<file path="src/rtl/crf_regs.svh">
// Purpose: constants for the core register and flag file
// Assumes: included by bare name from the design files
// Notes: header holds definitions only
// Operation
// - eight identical 32-bit general registers
// - each splits into extended and base halves
// - base half splits into high, low bytes
// - eighth register doubles as stack pointer
// - 24-bit pointer, fetch ignores bit zero
// - flag bit 7 masks all but NMI
// - exception entry sets flag bit 7
// - bits 6 and 4 are user bits
// - half carry from bit 3, 11, 27
// - negative flag takes result sign bit
// - zero flag set on zero result
// - overflow flag set on arithmetic overflow
// - carry flag on carry, borrow, shift out
// - carry flag is bit accumulator
// - flags kept, loaded, stored, and/or/xor
// - branches test negative, zero, overflow, carry
// - reset loads pointer, sets mask bit only
// - normal 64-kbyte or advanced 16-Mbyte mode
// - 1-Mbyte mode drops upper four address bits
// - sleep instruction enters power-down state
`ifndef CRF_REGS_SVH
`define CRF_REGS_SVH
`define CRF_NUM_GPR      8
`define CRF_SP_INDEX     3'h7
`define CRF_BIT_I        7
`define CRF_BIT_UI       6
`define CRF_BIT_H        5
`define CRF_BIT_U        4
`define CRF_BIT_N        3
`define CRF_BIT_Z        2
`define CRF_BIT_V        1
`define CRF_BIT_C        0
`define CRF_ADDR_NORMAL  24'h00FFFF
`define CRF_ADDR_1MB     24'h0FFFFF
`define CRF_ADDR_ADV     24'hFFFFFF
`endif

</file>
<file path="src/rtl/crf_pkg.sv">
// Purpose: types for the core register and flag file
// Assumes: nothing
// Notes: none
`default_nettype none
package crf_pkg;
    typedef enum logic [1:0] {
        CRF_SZ_BYTE,
        CRF_SZ_WORD,
        CRF_SZ_LONG
    } crf_size_t;
    // flag update sources
    typedef enum logic [2:0] {
        CRF_FL_KEEP,
        CRF_FL_ARITH,
        CRF_FL_LOGIC,
        CRF_FL_SHIFT,
        CRF_FL_LOAD,
        CRF_FL_AND,
        CRF_FL_OR,
        CRF_FL_XOR
    } crf_flop_t;
    typedef enum logic [1:0] {
        CRF_MODE_NORMAL,
        CRF_MODE_ADV,
        CRF_MODE_1MB
    } crf_mode_t;
    typedef enum logic [3:0] {
        CRF_CC_T, CRF_CC_F, CRF_CC_HI, CRF_CC_LS,
        CRF_CC_CC, CRF_CC_CS, CRF_CC_NE, CRF_CC_EQ,
        CRF_CC_VC, CRF_CC_VS, CRF_CC_PL, CRF_CC_MI,
        CRF_CC_GE, CRF_CC_LT, CRF_CC_GT, CRF_CC_LE
    } crf_cond_t;
    typedef enum logic [1:0] {
        CRF_ST_RESET,
        CRF_ST_RUN,
        CRF_ST_SLEEP
    } crf_state_t;
endpackage
`default_nettype wire

</file>
<file path="src/rtl/crf_gpr_mem.sv">
// Purpose: eight 32-bit general registers with sized views
// Assumes: one write port, two registered read ports and a registered stack pointer read
// Notes: registers not reset; narrow writes merge into old value
`default_nettype none
`include "crf_regs.svh"
module crf_gpr_mem
    import crf_pkg::*;
(
    input  wire logic              clk,
    input  wire logic              wr_en,
    input  wire logic [3:0]        wr_sel,
    input  wire crf_pkg::crf_size_t wr_size,
    input  wire logic [31:0]       wr_data,
    input  wire logic [2:0]        rd_idx_a,
    input  wire logic [2:0]        rd_idx_b,
    output logic [31:0]            rd_data_a,
    output logic [31:0]            rd_data_b,
    output logic [31:0]            sp_data
);
    logic [31:0] gpr_reg [`CRF_NUM_GPR];
    logic [2:0]  wr_idx;
    logic [31:0] wr_old;
    logic [31:0] wr_merged;
    // long: sel[2:0]; word: sel[3] picks extended half; byte: sel[3] high
    assign wr_idx = wr_sel[2:0];
    assign wr_old = gpr_reg[wr_idx];
    always_comb begin
        wr_merged = wr_old;
        case (wr_size)
            CRF_SZ_LONG: wr_merged = wr_data;
            CRF_SZ_WORD: begin
                if (wr_sel[3]) begin
                    wr_merged[31:16] = wr_data[15:0];
                end else begin
                    wr_merged[15:0] = wr_data[15:0];
                end
            end
            CRF_SZ_BYTE: begin
                if (wr_sel[3]) begin
                    wr_merged[15:8] = wr_data[7:0];
                end else begin
                    wr_merged[7:0] = wr_data[7:0];
                end
            end
            default: wr_merged = wr_old;
        endcase
    end
    always_ff @(posedge clk) begin
        if (wr_en) begin
            gpr_reg[wr_idx] <= wr_merged;
        end
    end
    always_ff @(posedge clk) begin
        rd_data_a <= gpr_reg[rd_idx_a];
        rd_data_b <= gpr_reg[rd_idx_b];
        sp_data   <= gpr_reg[`CRF_SP_INDEX];
    end
endmodule
`default_nettype wire

</file>
<file path="src/rtl/crf_core_regs.sv">
// Purpose: architectural register and flag file of the core
// Assumes: datapath supplies operands, results and control strobes
// Notes: general registers uninitialised; of the flags only the mask bit resets, other registers clear
`default_nettype none
`include "crf_regs.svh"
module crf_core_regs
    import crf_pkg::*;
(
    input  wire logic               CLK_SYS,
    input  wire logic               SRST,
    input  wire logic [23:0]        RESET_VECTOR,
    input  wire crf_pkg::crf_mode_t MODE,
    input  wire logic               GPR_WR_EN,
    input  wire logic [3:0]         GPR_WR_SEL,
    input  wire crf_pkg::crf_size_t GPR_WR_SIZE,
    input  wire logic [31:0]        GPR_WR_DATA,
    input  wire logic [2:0]         GPR_RD_IDX_A,
    input  wire logic [2:0]         GPR_RD_IDX_B,
    output logic [31:0]             GPR_RD_A,
    output logic [31:0]             GPR_RD_B,
    output logic [31:0]             STACK_POINTER,
    input  wire logic               PC_LOAD,
    input  wire logic [23:0]        PC_LOAD_VAL,
    input  wire logic               PC_ADVANCE,
    input  wire logic [23:0]        PC_STEP,
    output logic [23:0]             NEXT_INSTRUCTION_POINTER,
    output logic [23:0]             FETCH_ADDR,
    input  wire logic [23:0]        EA_IN,
    output logic [23:0]             EA_OUT,
    input  wire crf_pkg::crf_flop_t FLAG_OP,
    input  wire crf_pkg::crf_size_t FLAG_SIZE,
    input  wire logic [31:0]        OPND_A,
    input  wire logic [31:0]        OPND_B,
    input  wire logic [31:0]        RESULT,
    input  wire logic               IS_SUB,
    input  wire logic               SHIFT_OUT,
    input  wire logic [7:0]         FLAG_IMM,
    input  wire logic               BIT_ACC_WR,
    input  wire logic               BIT_ACC_VAL,
    input  wire logic               EXC_START,
    input  wire crf_pkg::crf_cond_t BR_COND,
    output logic                    BR_TAKEN,
    input  wire logic               IRQ_REQ,
    input  wire logic               NMI_REQ,
    output logic                    IRQ_ACCEPT,
    output logic                    USER_MASK,
    input  wire logic               SLEEP_EXEC,
    input  wire logic               WAKE,
    output logic                    POWER_DOWN,
    output logic [7:0]              CONDITION_CODE_FLAGS,
    output logic                    BIT_ACC
);
    logic [7:0]  ccr_reg;
    logic [7:0]  ccr_next;
    logic [23:0] pc_reg;
    logic [23:0] pc_next;
    crf_state_t  st_reg;
    crf_state_t  st_next;
    logic        br_taken_reg;
    logic        irq_acc_reg;
    logic        pd_reg;
    logic [23:0] ea_reg;
    logic [23:0] fetch_reg;

    crf_gpr_mem u_gpr (
        .clk       (CLK_SYS),
        .wr_en     (GPR_WR_EN),
        .wr_sel    (GPR_WR_SEL),
        .wr_size   (GPR_WR_SIZE),
        .wr_data   (GPR_WR_DATA),
        .rd_idx_a  (GPR_RD_IDX_A),
        .rd_idx_b  (GPR_RD_IDX_B),
        .rd_data_a (GPR_RD_A),
        .rd_data_b (GPR_RD_B),
        .sp_data   (STACK_POINTER)
    );

    // sign, zero and carry positions per operand size
    wire        sign_r;
    wire        sign_a;
    wire        sign_b;
    wire        zero_r;
    wire        hc_bit;
    wire        cy_bit;
    wire [32:0] bx;
    wire        a_h;
    wire        b_h;
    wire        r_h;
    assign bx = {1'b0, IS_SUB ? ~OPND_B : OPND_B};
    assign sign_r = (FLAG_SIZE == CRF_SZ_BYTE) ? RESULT[7] :
                    (FLAG_SIZE == CRF_SZ_WORD) ? RESULT[15] : RESULT[31];
    assign sign_a = (FLAG_SIZE == CRF_SZ_BYTE) ? OPND_A[7] :
                    (FLAG_SIZE == CRF_SZ_WORD) ? OPND_A[15] : OPND_A[31];
    assign sign_b = (FLAG_SIZE == CRF_SZ_BYTE) ? bx[7] :
                    (FLAG_SIZE == CRF_SZ_WORD) ? bx[15] : bx[31];
    assign zero_r = (FLAG_SIZE == CRF_SZ_BYTE) ? (RESULT[7:0] == 8'h00) :
                    (FLAG_SIZE == CRF_SZ_WORD) ? (RESULT[15:0] == 16'h0000) :
                    (RESULT == 32'h0000_0000);
    // half-carry boundary bits 3, 11 or 27
    assign a_h = (FLAG_SIZE == CRF_SZ_BYTE) ? OPND_A[3] :
                 (FLAG_SIZE == CRF_SZ_WORD) ? OPND_A[11] : OPND_A[27];
    assign b_h = (FLAG_SIZE == CRF_SZ_BYTE) ? bx[3] :
                 (FLAG_SIZE == CRF_SZ_WORD) ? bx[11] : bx[27];
    assign r_h = (FLAG_SIZE == CRF_SZ_BYTE) ? RESULT[3] :
                 (FLAG_SIZE == CRF_SZ_WORD) ? RESULT[11] : RESULT[27];
    // carry out of a bit from its own bits only, so upper bits do not leak
    wire hc_raw;
    assign hc_raw = (a_h & b_h) | ((a_h | b_h) & ~r_h);
    wire cy_raw;
    assign cy_raw = (sign_a & sign_b) | ((sign_a | sign_b) & ~sign_r);
    assign hc_bit = IS_SUB ? ~hc_raw : hc_raw;
    assign cy_bit = IS_SUB ? ~cy_raw : cy_raw;
    wire ovf_bit;
    assign ovf_bit = (sign_a == sign_b) && (sign_r != sign_a);

    always_comb begin
        ccr_next = ccr_reg;
        case (FLAG_OP)
            CRF_FL_KEEP: ccr_next = ccr_reg;
            CRF_FL_ARITH: begin
                ccr_next[`CRF_BIT_H] = hc_bit;
                ccr_next[`CRF_BIT_N] = sign_r;
                ccr_next[`CRF_BIT_Z] = zero_r;
                ccr_next[`CRF_BIT_V] = ovf_bit;
                ccr_next[`CRF_BIT_C] = cy_bit;
            end
            CRF_FL_LOGIC: begin
                ccr_next[`CRF_BIT_N] = sign_r;
                ccr_next[`CRF_BIT_Z] = zero_r;
                ccr_next[`CRF_BIT_V] = 1'b0;
            end
            CRF_FL_SHIFT: begin
                ccr_next[`CRF_BIT_N] = sign_r;
                ccr_next[`CRF_BIT_Z] = zero_r;
                ccr_next[`CRF_BIT_V] = 1'b0;
                ccr_next[`CRF_BIT_C] = SHIFT_OUT;
            end
            CRF_FL_LOAD: ccr_next = FLAG_IMM;
            CRF_FL_AND:  ccr_next = ccr_reg & FLAG_IMM;
            CRF_FL_OR:   ccr_next = ccr_reg | FLAG_IMM;
            CRF_FL_XOR:  ccr_next = ccr_reg ^ FLAG_IMM;
            default:     ccr_next = ccr_reg;
        endcase
        if (BIT_ACC_WR) begin
            ccr_next[`CRF_BIT_C] = BIT_ACC_VAL;
        end
        if (EXC_START) begin
            ccr_next[`CRF_BIT_I] = 1'b1;
        end
    end

    // only the mask bit has a reset value
    always_ff @(posedge CLK_SYS) begin
        ccr_reg <= ccr_next;
        if (SRST) begin
            ccr_reg[`CRF_BIT_I] <= 1'b1;
        end
    end

    // pointer state machine: reset vector, run, sleep
    always_comb begin
        st_next = st_reg;
        case (st_reg)
            CRF_ST_RESET: st_next = CRF_ST_RUN;
            CRF_ST_RUN: begin
                if (SLEEP_EXEC) begin
                    st_next = CRF_ST_SLEEP;
                end
            end
            CRF_ST_SLEEP: begin
                if (WAKE || NMI_REQ) begin
                    st_next = CRF_ST_RUN;
                end
            end
            default: st_next = CRF_ST_RESET;
        endcase
    end

    wire [23:0] addr_mask;
    assign addr_mask = (MODE == CRF_MODE_NORMAL) ? `CRF_ADDR_NORMAL :
                       (MODE == CRF_MODE_1MB) ? `CRF_ADDR_1MB :
                       `CRF_ADDR_ADV;
    wire [23:0] pc_sum;
    assign pc_sum = pc_reg + PC_STEP;
    always_comb begin
        pc_next = pc_reg;
        if (st_reg == CRF_ST_RESET) begin
            pc_next = RESET_VECTOR;
        end else if (PC_LOAD) begin
            pc_next = PC_LOAD_VAL & addr_mask;
        end else if (PC_ADVANCE && st_reg == CRF_ST_RUN) begin
            pc_next = pc_sum & addr_mask;
        end
    end

    wire cc_n;
    wire cc_z;
    wire cc_v;
    wire cc_c;
    logic br_eval;
    assign cc_n = ccr_reg[`CRF_BIT_N];
    assign cc_z = ccr_reg[`CRF_BIT_Z];
    assign cc_v = ccr_reg[`CRF_BIT_V];
    assign cc_c = ccr_reg[`CRF_BIT_C];
    always_comb begin
        case (BR_COND)
            CRF_CC_T:  br_eval = 1'b1;
            CRF_CC_F:  br_eval = 1'b0;
            CRF_CC_HI: br_eval = ~(cc_c | cc_z);
            CRF_CC_LS: br_eval = cc_c | cc_z;
            CRF_CC_CC: br_eval = ~cc_c;
            CRF_CC_CS: br_eval = cc_c;
            CRF_CC_NE: br_eval = ~cc_z;
            CRF_CC_EQ: br_eval = cc_z;
            CRF_CC_VC: br_eval = ~cc_v;
            CRF_CC_VS: br_eval = cc_v;
            CRF_CC_PL: br_eval = ~cc_n;
            CRF_CC_MI: br_eval = cc_n;
            CRF_CC_GE: br_eval = ~(cc_n ^ cc_v);
            CRF_CC_LT: br_eval = cc_n ^ cc_v;
            CRF_CC_GT: br_eval = ~(cc_z | (cc_n ^ cc_v));
            CRF_CC_LE: br_eval = cc_z | (cc_n ^ cc_v);
            default:   br_eval = 1'b0;
        endcase
    end
    wire irq_ok;
    assign irq_ok = NMI_REQ || (IRQ_REQ && !ccr_reg[`CRF_BIT_I]);

    always_ff @(posedge CLK_SYS) begin
        if (SRST) begin
            st_reg       <= CRF_ST_RESET;
            pc_reg       <= 24'h00_0000;
            br_taken_reg <= 1'b0;
            irq_acc_reg  <= 1'b0;
            pd_reg       <= 1'b0;
            ea_reg       <= 24'h00_0000;
            fetch_reg    <= 24'h00_0000;
        end else begin
            st_reg       <= st_next;
            pc_reg       <= pc_next;
            br_taken_reg <= br_eval;
            irq_acc_reg  <= irq_ok;
            pd_reg       <= (st_next == CRF_ST_SLEEP);
            ea_reg       <= EA_IN & addr_mask;
            fetch_reg    <= {pc_next[23:1], 1'b0};
        end
    end

    assign NEXT_INSTRUCTION_POINTER = pc_reg;
    assign FETCH_ADDR = fetch_reg;
    assign EA_OUT = ea_reg;
    assign CONDITION_CODE_FLAGS = ccr_reg;
    assign BIT_ACC = ccr_reg[`CRF_BIT_C];
    assign USER_MASK = ccr_reg[`CRF_BIT_UI];
    assign BR_TAKEN = br_taken_reg;
    assign IRQ_ACCEPT = irq_acc_reg;
    assign POWER_DOWN = pd_reg;

    property mask_set_p;
        @(posedge CLK_SYS) disable iff (SRST)
        EXC_START |=> ccr_reg[`CRF_BIT_I];
    endproperty
    exc_mask_a: assert property (mask_set_p)
        else $error("mask bit not set after exception start");
    reset_mask_a: assert property (@(posedge CLK_SYS)
        SRST |=> ccr_reg[`CRF_BIT_I])
        else $error("mask bit not set by reset");
    reset_vec_a: assert property (@(posedge CLK_SYS) disable iff (SRST)
        st_reg == CRF_ST_RESET |=> pc_reg == $past(RESET_VECTOR))
        else $error("pointer not loaded from vector");
    fetch_even_a: assert property (@(posedge CLK_SYS) disable iff (SRST)
        FETCH_ADDR[0] == 1'b0)
        else $error("fetch address odd");
    irq_gate_a: assert property (@(posedge CLK_SYS) disable iff (SRST)
        IRQ_REQ && !NMI_REQ && ccr_reg[`CRF_BIT_I] |=> !IRQ_ACCEPT)
        else $error("masked interrupt accepted");
    nmi_pass_a: assert property (@(posedge CLK_SYS) disable iff (SRST)
        NMI_REQ |=> IRQ_ACCEPT)
        else $error("nmi not accepted");
    flags_keep_a: assert property (@(posedge CLK_SYS) disable iff (SRST)
        FLAG_OP == CRF_FL_KEEP && !BIT_ACC_WR && !EXC_START
        |=> $stable(ccr_reg))
        else $error("flags changed on keep");
    zero_flag_a: assert property (@(posedge CLK_SYS) disable iff (SRST)
        FLAG_OP == CRF_FL_ARITH && zero_r |=> ccr_reg[`CRF_BIT_Z])
        else $error("zero flag not set");
    bit_acc_a: assert property (@(posedge CLK_SYS) disable iff (SRST)
        BIT_ACC_WR |=> BIT_ACC == $past(BIT_ACC_VAL))
        else $error("bit accumulator not written");
    sleep_enter_a: assert property (@(posedge CLK_SYS) disable iff (SRST)
        st_reg == CRF_ST_RUN && SLEEP_EXEC |=> POWER_DOWN)
        else $error("sleep did not power down");
    normal_addr_a: assert property (@(posedge CLK_SYS) disable iff (SRST)
        MODE == CRF_MODE_NORMAL |=> EA_OUT[23:16] == 8'h00)
        else $error("normal mode address too wide");
    sleep_c: cover property (@(posedge CLK_SYS) SLEEP_EXEC ##1 POWER_DOWN);
    exc_c: cover property (@(posedge CLK_SYS) EXC_START ##1 NMI_REQ);
    branch_c: cover property (@(posedge CLK_SYS) BR_TAKEN);
endmodule
`default_nettype wire

</file>
<file path="config.mk">
export PLATFORM = sky130hd
export DESIGN_NAME = crf_core_regs
export DESIGN_NICKNAME = d
export VERILOG_FILES = /design/src/rtl/crf_pkg.sv /design/src/rtl/crf_gpr_mem.sv /design/src/rtl/crf_core_regs.sv
export VERILOG_INCLUDE_DIRS = /design/src /design/src/rtl
export SDC_FILE = /design/constraint.sdc
export NUM_CORES = 1
export LEC_CHECK = 0
export BUFFER_PORTS_ARGS = -buffer_cell sky130_fd_sc_hd__clkbuf_2
export CORE_MARGIN = 2
export CORE_UTILIZATION = 40
export CTS_CLUSTER_SIZE = 14
export DETAILED_ROUTE_END_ITERATION = 10
export PLACE_DENSITY = 0.6
export SLEW_MARGIN = 20
export SYNTH_ARGS = -nofsm -noshare
export SYNTH_HDL_FRONTEND = slang
export SYNTH_SLANG_ARGS = --single-unit
</file>
<file path="constraint.sdc">
create_clock -name CLK_SYS -period 2.9 [get_ports CLK_SYS]
set_input_delay 0.58 -clock CLK_SYS [delete_from_list [all_inputs] [get_ports CLK_SYS]]
set_output_delay 0.58 -clock CLK_SYS [all_outputs]
set_load 0.05 [all_outputs]
</file>
# ---- Word-level counts from Yosys, hierarchy flattened
# Memory sizes are Yosys's and may differ from the RTL's. A register that Yosys moved wholly into a read port is not among the register bits.
# Cells that the tools add are included.
dict set report totals {
  regBits 62
  mem_bits_rw 256
  wordCells 147
  memories 1
}
# name depth word_bits rd rd_ports_with_merged_regs write_ports line_no
set memory_table {}
lappend memory_table {u_gpr.gpr_reg 8 32 3 3 1 crf_gpr_mem.sv:20} ;# logic [31:0] gpr_reg [`CRF_NUM_GPR];
dict set report op_classes {
  addsub 1
  n_eq_ne 39
  mux 40
  bitwise 29
  n_reduce_logical 24
}
# cell count
set ops {}
lappend ops {{24-bit 2-to-1 mux} 5}
lappend ops {{24-bit bitwise AND} 3}
lappend ops {{16-bit one-hot mux with 3 select lines} 1}
lappend ops {{4-bit == test, second input constant} 8}
lappend ops {{32-bit zero test} 1}
lappend ops {{16-bit 2-to-1 mux} 2}
lappend ops {{32-bit 2-to-1 mux} 1}
lappend ops {{32-bit inverter} 1}
lappend ops {{16-bit one-hot mux with 2 select lines} 1}
lappend ops {{24-bit adder} 1}
lappend ops {{1-bit 2-to-1 mux} 19}
lappend ops {{3-bit one-hot mux with 6 select lines} 1}
lappend ops {{4-bit by 3-bit == test with 1-bit output, second input constant} 4}
lappend ops {{16-bit zero test} 1}
lappend ops {{8-bit 2-to-1 mux} 2}
lappend ops {{1-bit one-hot mux with 16 select lines} 1}
lappend ops {{3-bit == test, second input constant} 4}
lappend ops {{2-bit inequality test, second input constant} 6}
lappend ops {{1-bit inverter} 11}
lappend ops {{8-bit bitwise AND} 1}
lappend ops {{2-bit == test, second input constant} 4}
lappend ops {{4-bit by 2-bit == test with 1-bit output, second input constant} 2}
lappend ops {{2-bit zero test} 4}
lappend ops {{8-bit zero test} 1}
lappend ops {{30 further kinds} 48}

# ---- Logic depth before layout (Yosys ltp)
dict set report depth {
  ltp_word 11
  ltp_mapped 12
}

# ---- Cells and area by module
# Synthesis repeated with hierarchy kept, for this count alone.
dict set report unflattened {
  hier_cells 1258
  hier_area_um2 19271.0
}
# module instances cells_each area_each_um2 seq_area_each_um2
set modules_own_cells {}
lappend modules_own_cells {crf_gpr_mem 1 651 14335.0 9609.2}
lappend modules_own_cells {crf_core_regs 1 607 4936.0 1291.2}

# ---- Worst setup path before layout
# OpenSTA, ideal clock, no wires.
dict set report synth_path {
  path_type {reg2reg}
  start {register pc_reg[7] (netlist: NEXT_INSTRUCTION_POINTER[7])}
  end {register pc_reg[16] (netlist: NEXT_INSTRUCTION_POINTER[16])}
  setup_time_ns 0.114
  arrival_time_ns 2.615
  path_slack_ns 0.170
  stages_incl_launch_ff 10
  synth_period_minus_slack_ns 2.730
  path_cell_list {dfxtp_1 > ha_1 > buf_6 > a211oi_1 > nor2_1 > nor4bb_2 > o21ai_2 > a311oi_1 > xor2_1 > a2111oi_0}
}
dict set report synth_between {
  elab_chain_cells 5
}
# element line_no
set synth_rtl {}
lappend synth_rtl {{from (decl)} crf_core_regs.sv:55} ;# logic [23:0] pc_reg;
lappend synth_rtl {{from (signal assigned)} crf_core_regs.sv:240} ;# pc_reg <= pc_next;
lappend synth_rtl {{24-bit adder} crf_core_regs.sv:184} ;# assign pc_sum = pc_reg + PC_STEP;
lappend synth_rtl {{24-bit bitwise AND} crf_core_regs.sv:192} ;# pc_next = pc_sum & addr_mask;
lappend synth_rtl {{24-bit 2-to-1 mux} crf_core_regs.sv:191} ;# end else if (PC_ADVANCE && st_reg == CRF_ST_RUN) begin
lappend synth_rtl {{24-bit 2-to-1 mux} crf_core_regs.sv:189} ;# end else if (PC_LOAD) begin
lappend synth_rtl {{24-bit 2-to-1 mux} crf_core_regs.sv:187} ;# if (st_reg == CRF_ST_RESET) begin
# Every way passes these cells. The select of a mux whose other input is x is not followed.
# A chain may end at the register's enable or synchronous reset.

# ---- Worst setup path in the final report
dict set report layout_path {
  start {register pc_reg[0] (netlist: NEXT_INSTRUCTION_POINTER[0])}
  end {register pc_reg[20] (netlist: NEXT_INSTRUCTION_POINTER[20])}
}
# The elaborated chain is that of the path after synthesis.

==> results.json <==
{
  "p_per_area_nw_per_um2": 656,
  "holdCritPathClass": "in -> reg",
  "cp_slowest_stage_delay_ps": 400,
  "seq_area_um2": 10900,
  "max-cap-violations": 0,
  "final_hold_viol_count": 0,
  "path_max_fanout": 3,
  "crit_path_start_kind": "flop",
  "final-setup-viol-count": 0,
  "end_kind": "flop",
  "stdcell_count": 2274,
  "vias_per_cell": 5.34,
  "gr-usage-all-layers_pct": 21.0,
  "dieHeight_um": 220,
  "core_area_um2": 45600,
  "num_rows": 78,
  "worstSkewPairLatency_ps": 560,
  "portBuffers": 396,
  "synth.avg_cell_area_um2": 15.1,
  "pin_count": 450,
  "ys_warn_count": 0,
  "dp_cells": 2189,
  "arrival_ps": 3200,
  "place_hpwl_um": 35500,
  "fillers": 3879,
  "synthArstFlopShare_pct": 0,
  "cts_buffer_depth": 3,
  "die_x_um": 220,
  "routed_wl_um": 50600,
  "multi_input_area_um2": 7060,
  "h-tree-depth": 2,
  "slew_headroom_pct": 43.9,
  "via_count": 12138,
  "peakVddDrop_uv": 552,
  "fin_crit_ps": 2770,
  "synthesis.nets": 1538,
  "path_class": "reg -> reg",
  "cp.required_ps": 3340,
  "cp_num_buf_inv": 2,
  "largest_reg_flops": 256,
  "post-route-util_pct": 50.1,
  "areaGrowthSynthToFinish_pct": 22.9,
  "cts_sinks": 413,
  "yosys.cell_types.count": 67,
  "path_cells": "ha_1 -> inv_1 -> fa_1 -> nor2b_2 -> o2111ai_1 -> nor4bb_2 -> buf_4 -> o21ai_2 -> a311oi_1 -> xor2_1 -> a2111oi_0",
  "grt_overflow_total": 0,
  "synth_edf_count": 263,
  "grt_pass1_vias": 12611,
  "cts_root_buffer": "clkbuf_16",
  "netlist_instances": 1227,
  "gp_congestion": 0.835,
  "holdBufCountCts": 0,
  "cts_tree": "built",
  "crit_family": "compound AO/OA/AOI/OAI gates",
  "finalCritPeriodShare_pct": 95.4,
  "die-area_um2": 48200,
  "drc_errors": 0,
  "tightest_slew_ps": 841,
  "start_util_pct": 40.8,
  "timing.setup.tns_ps": 0,
  "dr.pass1.iters": 7,
  "holdWs_ps": 216,
  "post_cts_buffers": 0,
  "finalClockSkew_ps": 13.7,
  "grt_pass1_wl_um": 74700,
  "netlist_area_um2": 18600,
  "fmax_mhz": 361,
  "first_iter_violations": 805,
  "ys_seq_area_share_pct": 58.7,
  "finalNetCount": 1947,
  "power_leakage_nw": 8.97,
  "slowest_stage": "fa_1",
  "synth-seq-cells": 413,
  "grt_antenna_before_repair": 2,
  "grt_max_degree": 65,
  "antenna_left": 0,
  "synth_top_flop_cell": "edfxtp_1",
  "drive_above_1_share_pct": 45.5,
  "cts.clk_slew.worst_paths_ps": 60,
  "slew_viol_final": 0,
  "wl_per_cell_um": 22.3,
  "status": "completed",
  "cts_made_buffers": 45
}
-- power by group --
group          total (mW)  switching (mW)  internal [mW]
registers            6.67           0.150           6.52
logic                2.60            1.68          0.914
clock network        5.71            2.30           3.41
-- cell type report --
cell class	count	share of cell area, %
Inverter	36	0.592
Tap cell	600	3.29
Sequential cell	413	47.7
Antenna cell	2	0.0219
Timing Repair Buffer	455	10.9
Multi-Input combinational cell	685	30.9
Clock buffer	66	5.77
Clock inverter	17	0.729
-- synth_stat cells (all sizes together) (3+ instances only) --
library cell  number  share of area (%)
nor4               9               0.30
buf               45                1.6
nand2b             7               0.24
a22o               4               0.19
xor2              12               0.57
a31oi              9               0.34
o211ai            14               0.59
a21oi             56                1.5
dfxtp            150                 16
o21ai             29               0.80
xnor2             14               0.66
a21o               7               0.29
nand3              9               0.24
nor2b             25               0.84
a211oi             9               0.36
inv               36               0.73
edfxtp           263                 43
a2111oi            8               0.41
clkbuf            46               0.93
a221oi             5               0.24
or2                5               0.17
mux2              88                5.3
o22ai              6               0.20
nand2             42               0.85
o21a               3               0.12
nand3b             7               0.28
and2              10               0.34
nor3               9               0.24
o21bai             4               0.16
or3                4               0.13
nor2              69                1.4
mux2i             13               0.70
nor3b              5               0.20
o211a              3               0.16
and3               3               0.11
ha                41                2.8
mux4             132                 16
-- cell usage in the layout (no fill, tap or decap), types with 5 or more instances in the layout --
master / count
mux4_2: 132
a31oi_1: 8
nor2b_1: 24
and2_1: 10
dfxtp_1: 150
nor3_1: 9
clkbuf_2: 394
clkbuf_8: 9
a221oi_1: 5
xnor2_1: 14
o211ai_1: 13
buf_12: 5
o22ai_1: 6
nor3b_1: 5
nand2b_1: 7
nor4_1: 9
a21o_1: 6
inv_1: 36
nand2_1: 42
buf_4: 56
clkbuf_16: 46
a211oi_1: 9
edfxtp_1: 263
nor2_1: 69
clkinv_2: 9
nand3b_1: 7
nand3_1: 9
o21ai_0: 25
a21oi_1: 56
xor2_1: 12
mux2i_1: 13
mux2_2: 88
ha_1: 41
clkbuf_1: 11
or2_2: 5
-- path summary, 6_finish.rpt --
kind,startpoint,endpoint,slack (ps),cells past startpoint
hold / removal,EA_IN[22],EA_OUT[22],220,2
setup / recovery,NEXT_INSTRUCTION_POINTER[0],NEXT_INSTRUCTION_POINTER[20],130,11
hold reg to reg,u_gpr.gpr_reg[7][19],u_gpr.sp_data[19],390,0
setup reg to reg,NEXT_INSTRUCTION_POINTER[0],NEXT_INSTRUCTION_POINTER[20],130,11
-- timing repair --
action / 4_1_cts / 5_1_grt
endpoints found under the setup margin: 0 / 4
hold endpoints to repair: 0 / 0
gates resized for setup: 0 / 6
-- through the flow --
stage	power (mW)	area, um^2	setup slack, ps
final	15.0	22800	133
after detailed placement	9.39	21300	-144
after CTS	15.1	22800	114
after global placement	9.36	21300	-128
after floorplan	8.62	18600	170
after global routing	15.5	22800	-10.9
-- cell families after synthesis --
group,share of synthesized area (%)
flip-flops,58.7
multiplexers,22.0
AND/OR/NAND/NOR,5.68
AO/OA/AOI/OAI,6.04
buffers and inverters,3.39
adder cells (fa/ha/maj),2.92
XOR/XNOR,1.23
other,0.0202
-- layer usage --
metal | GRT usage (%) | share of wire (%)
met5 | 0 | 0.026
met4 | 6.40 | 2.4
met3 | 4.11 | 6.6
met2 | 36.1 | 50
met1 | 26.8 | 41
No activity file was read; power rests on OpenSTA's default activity.
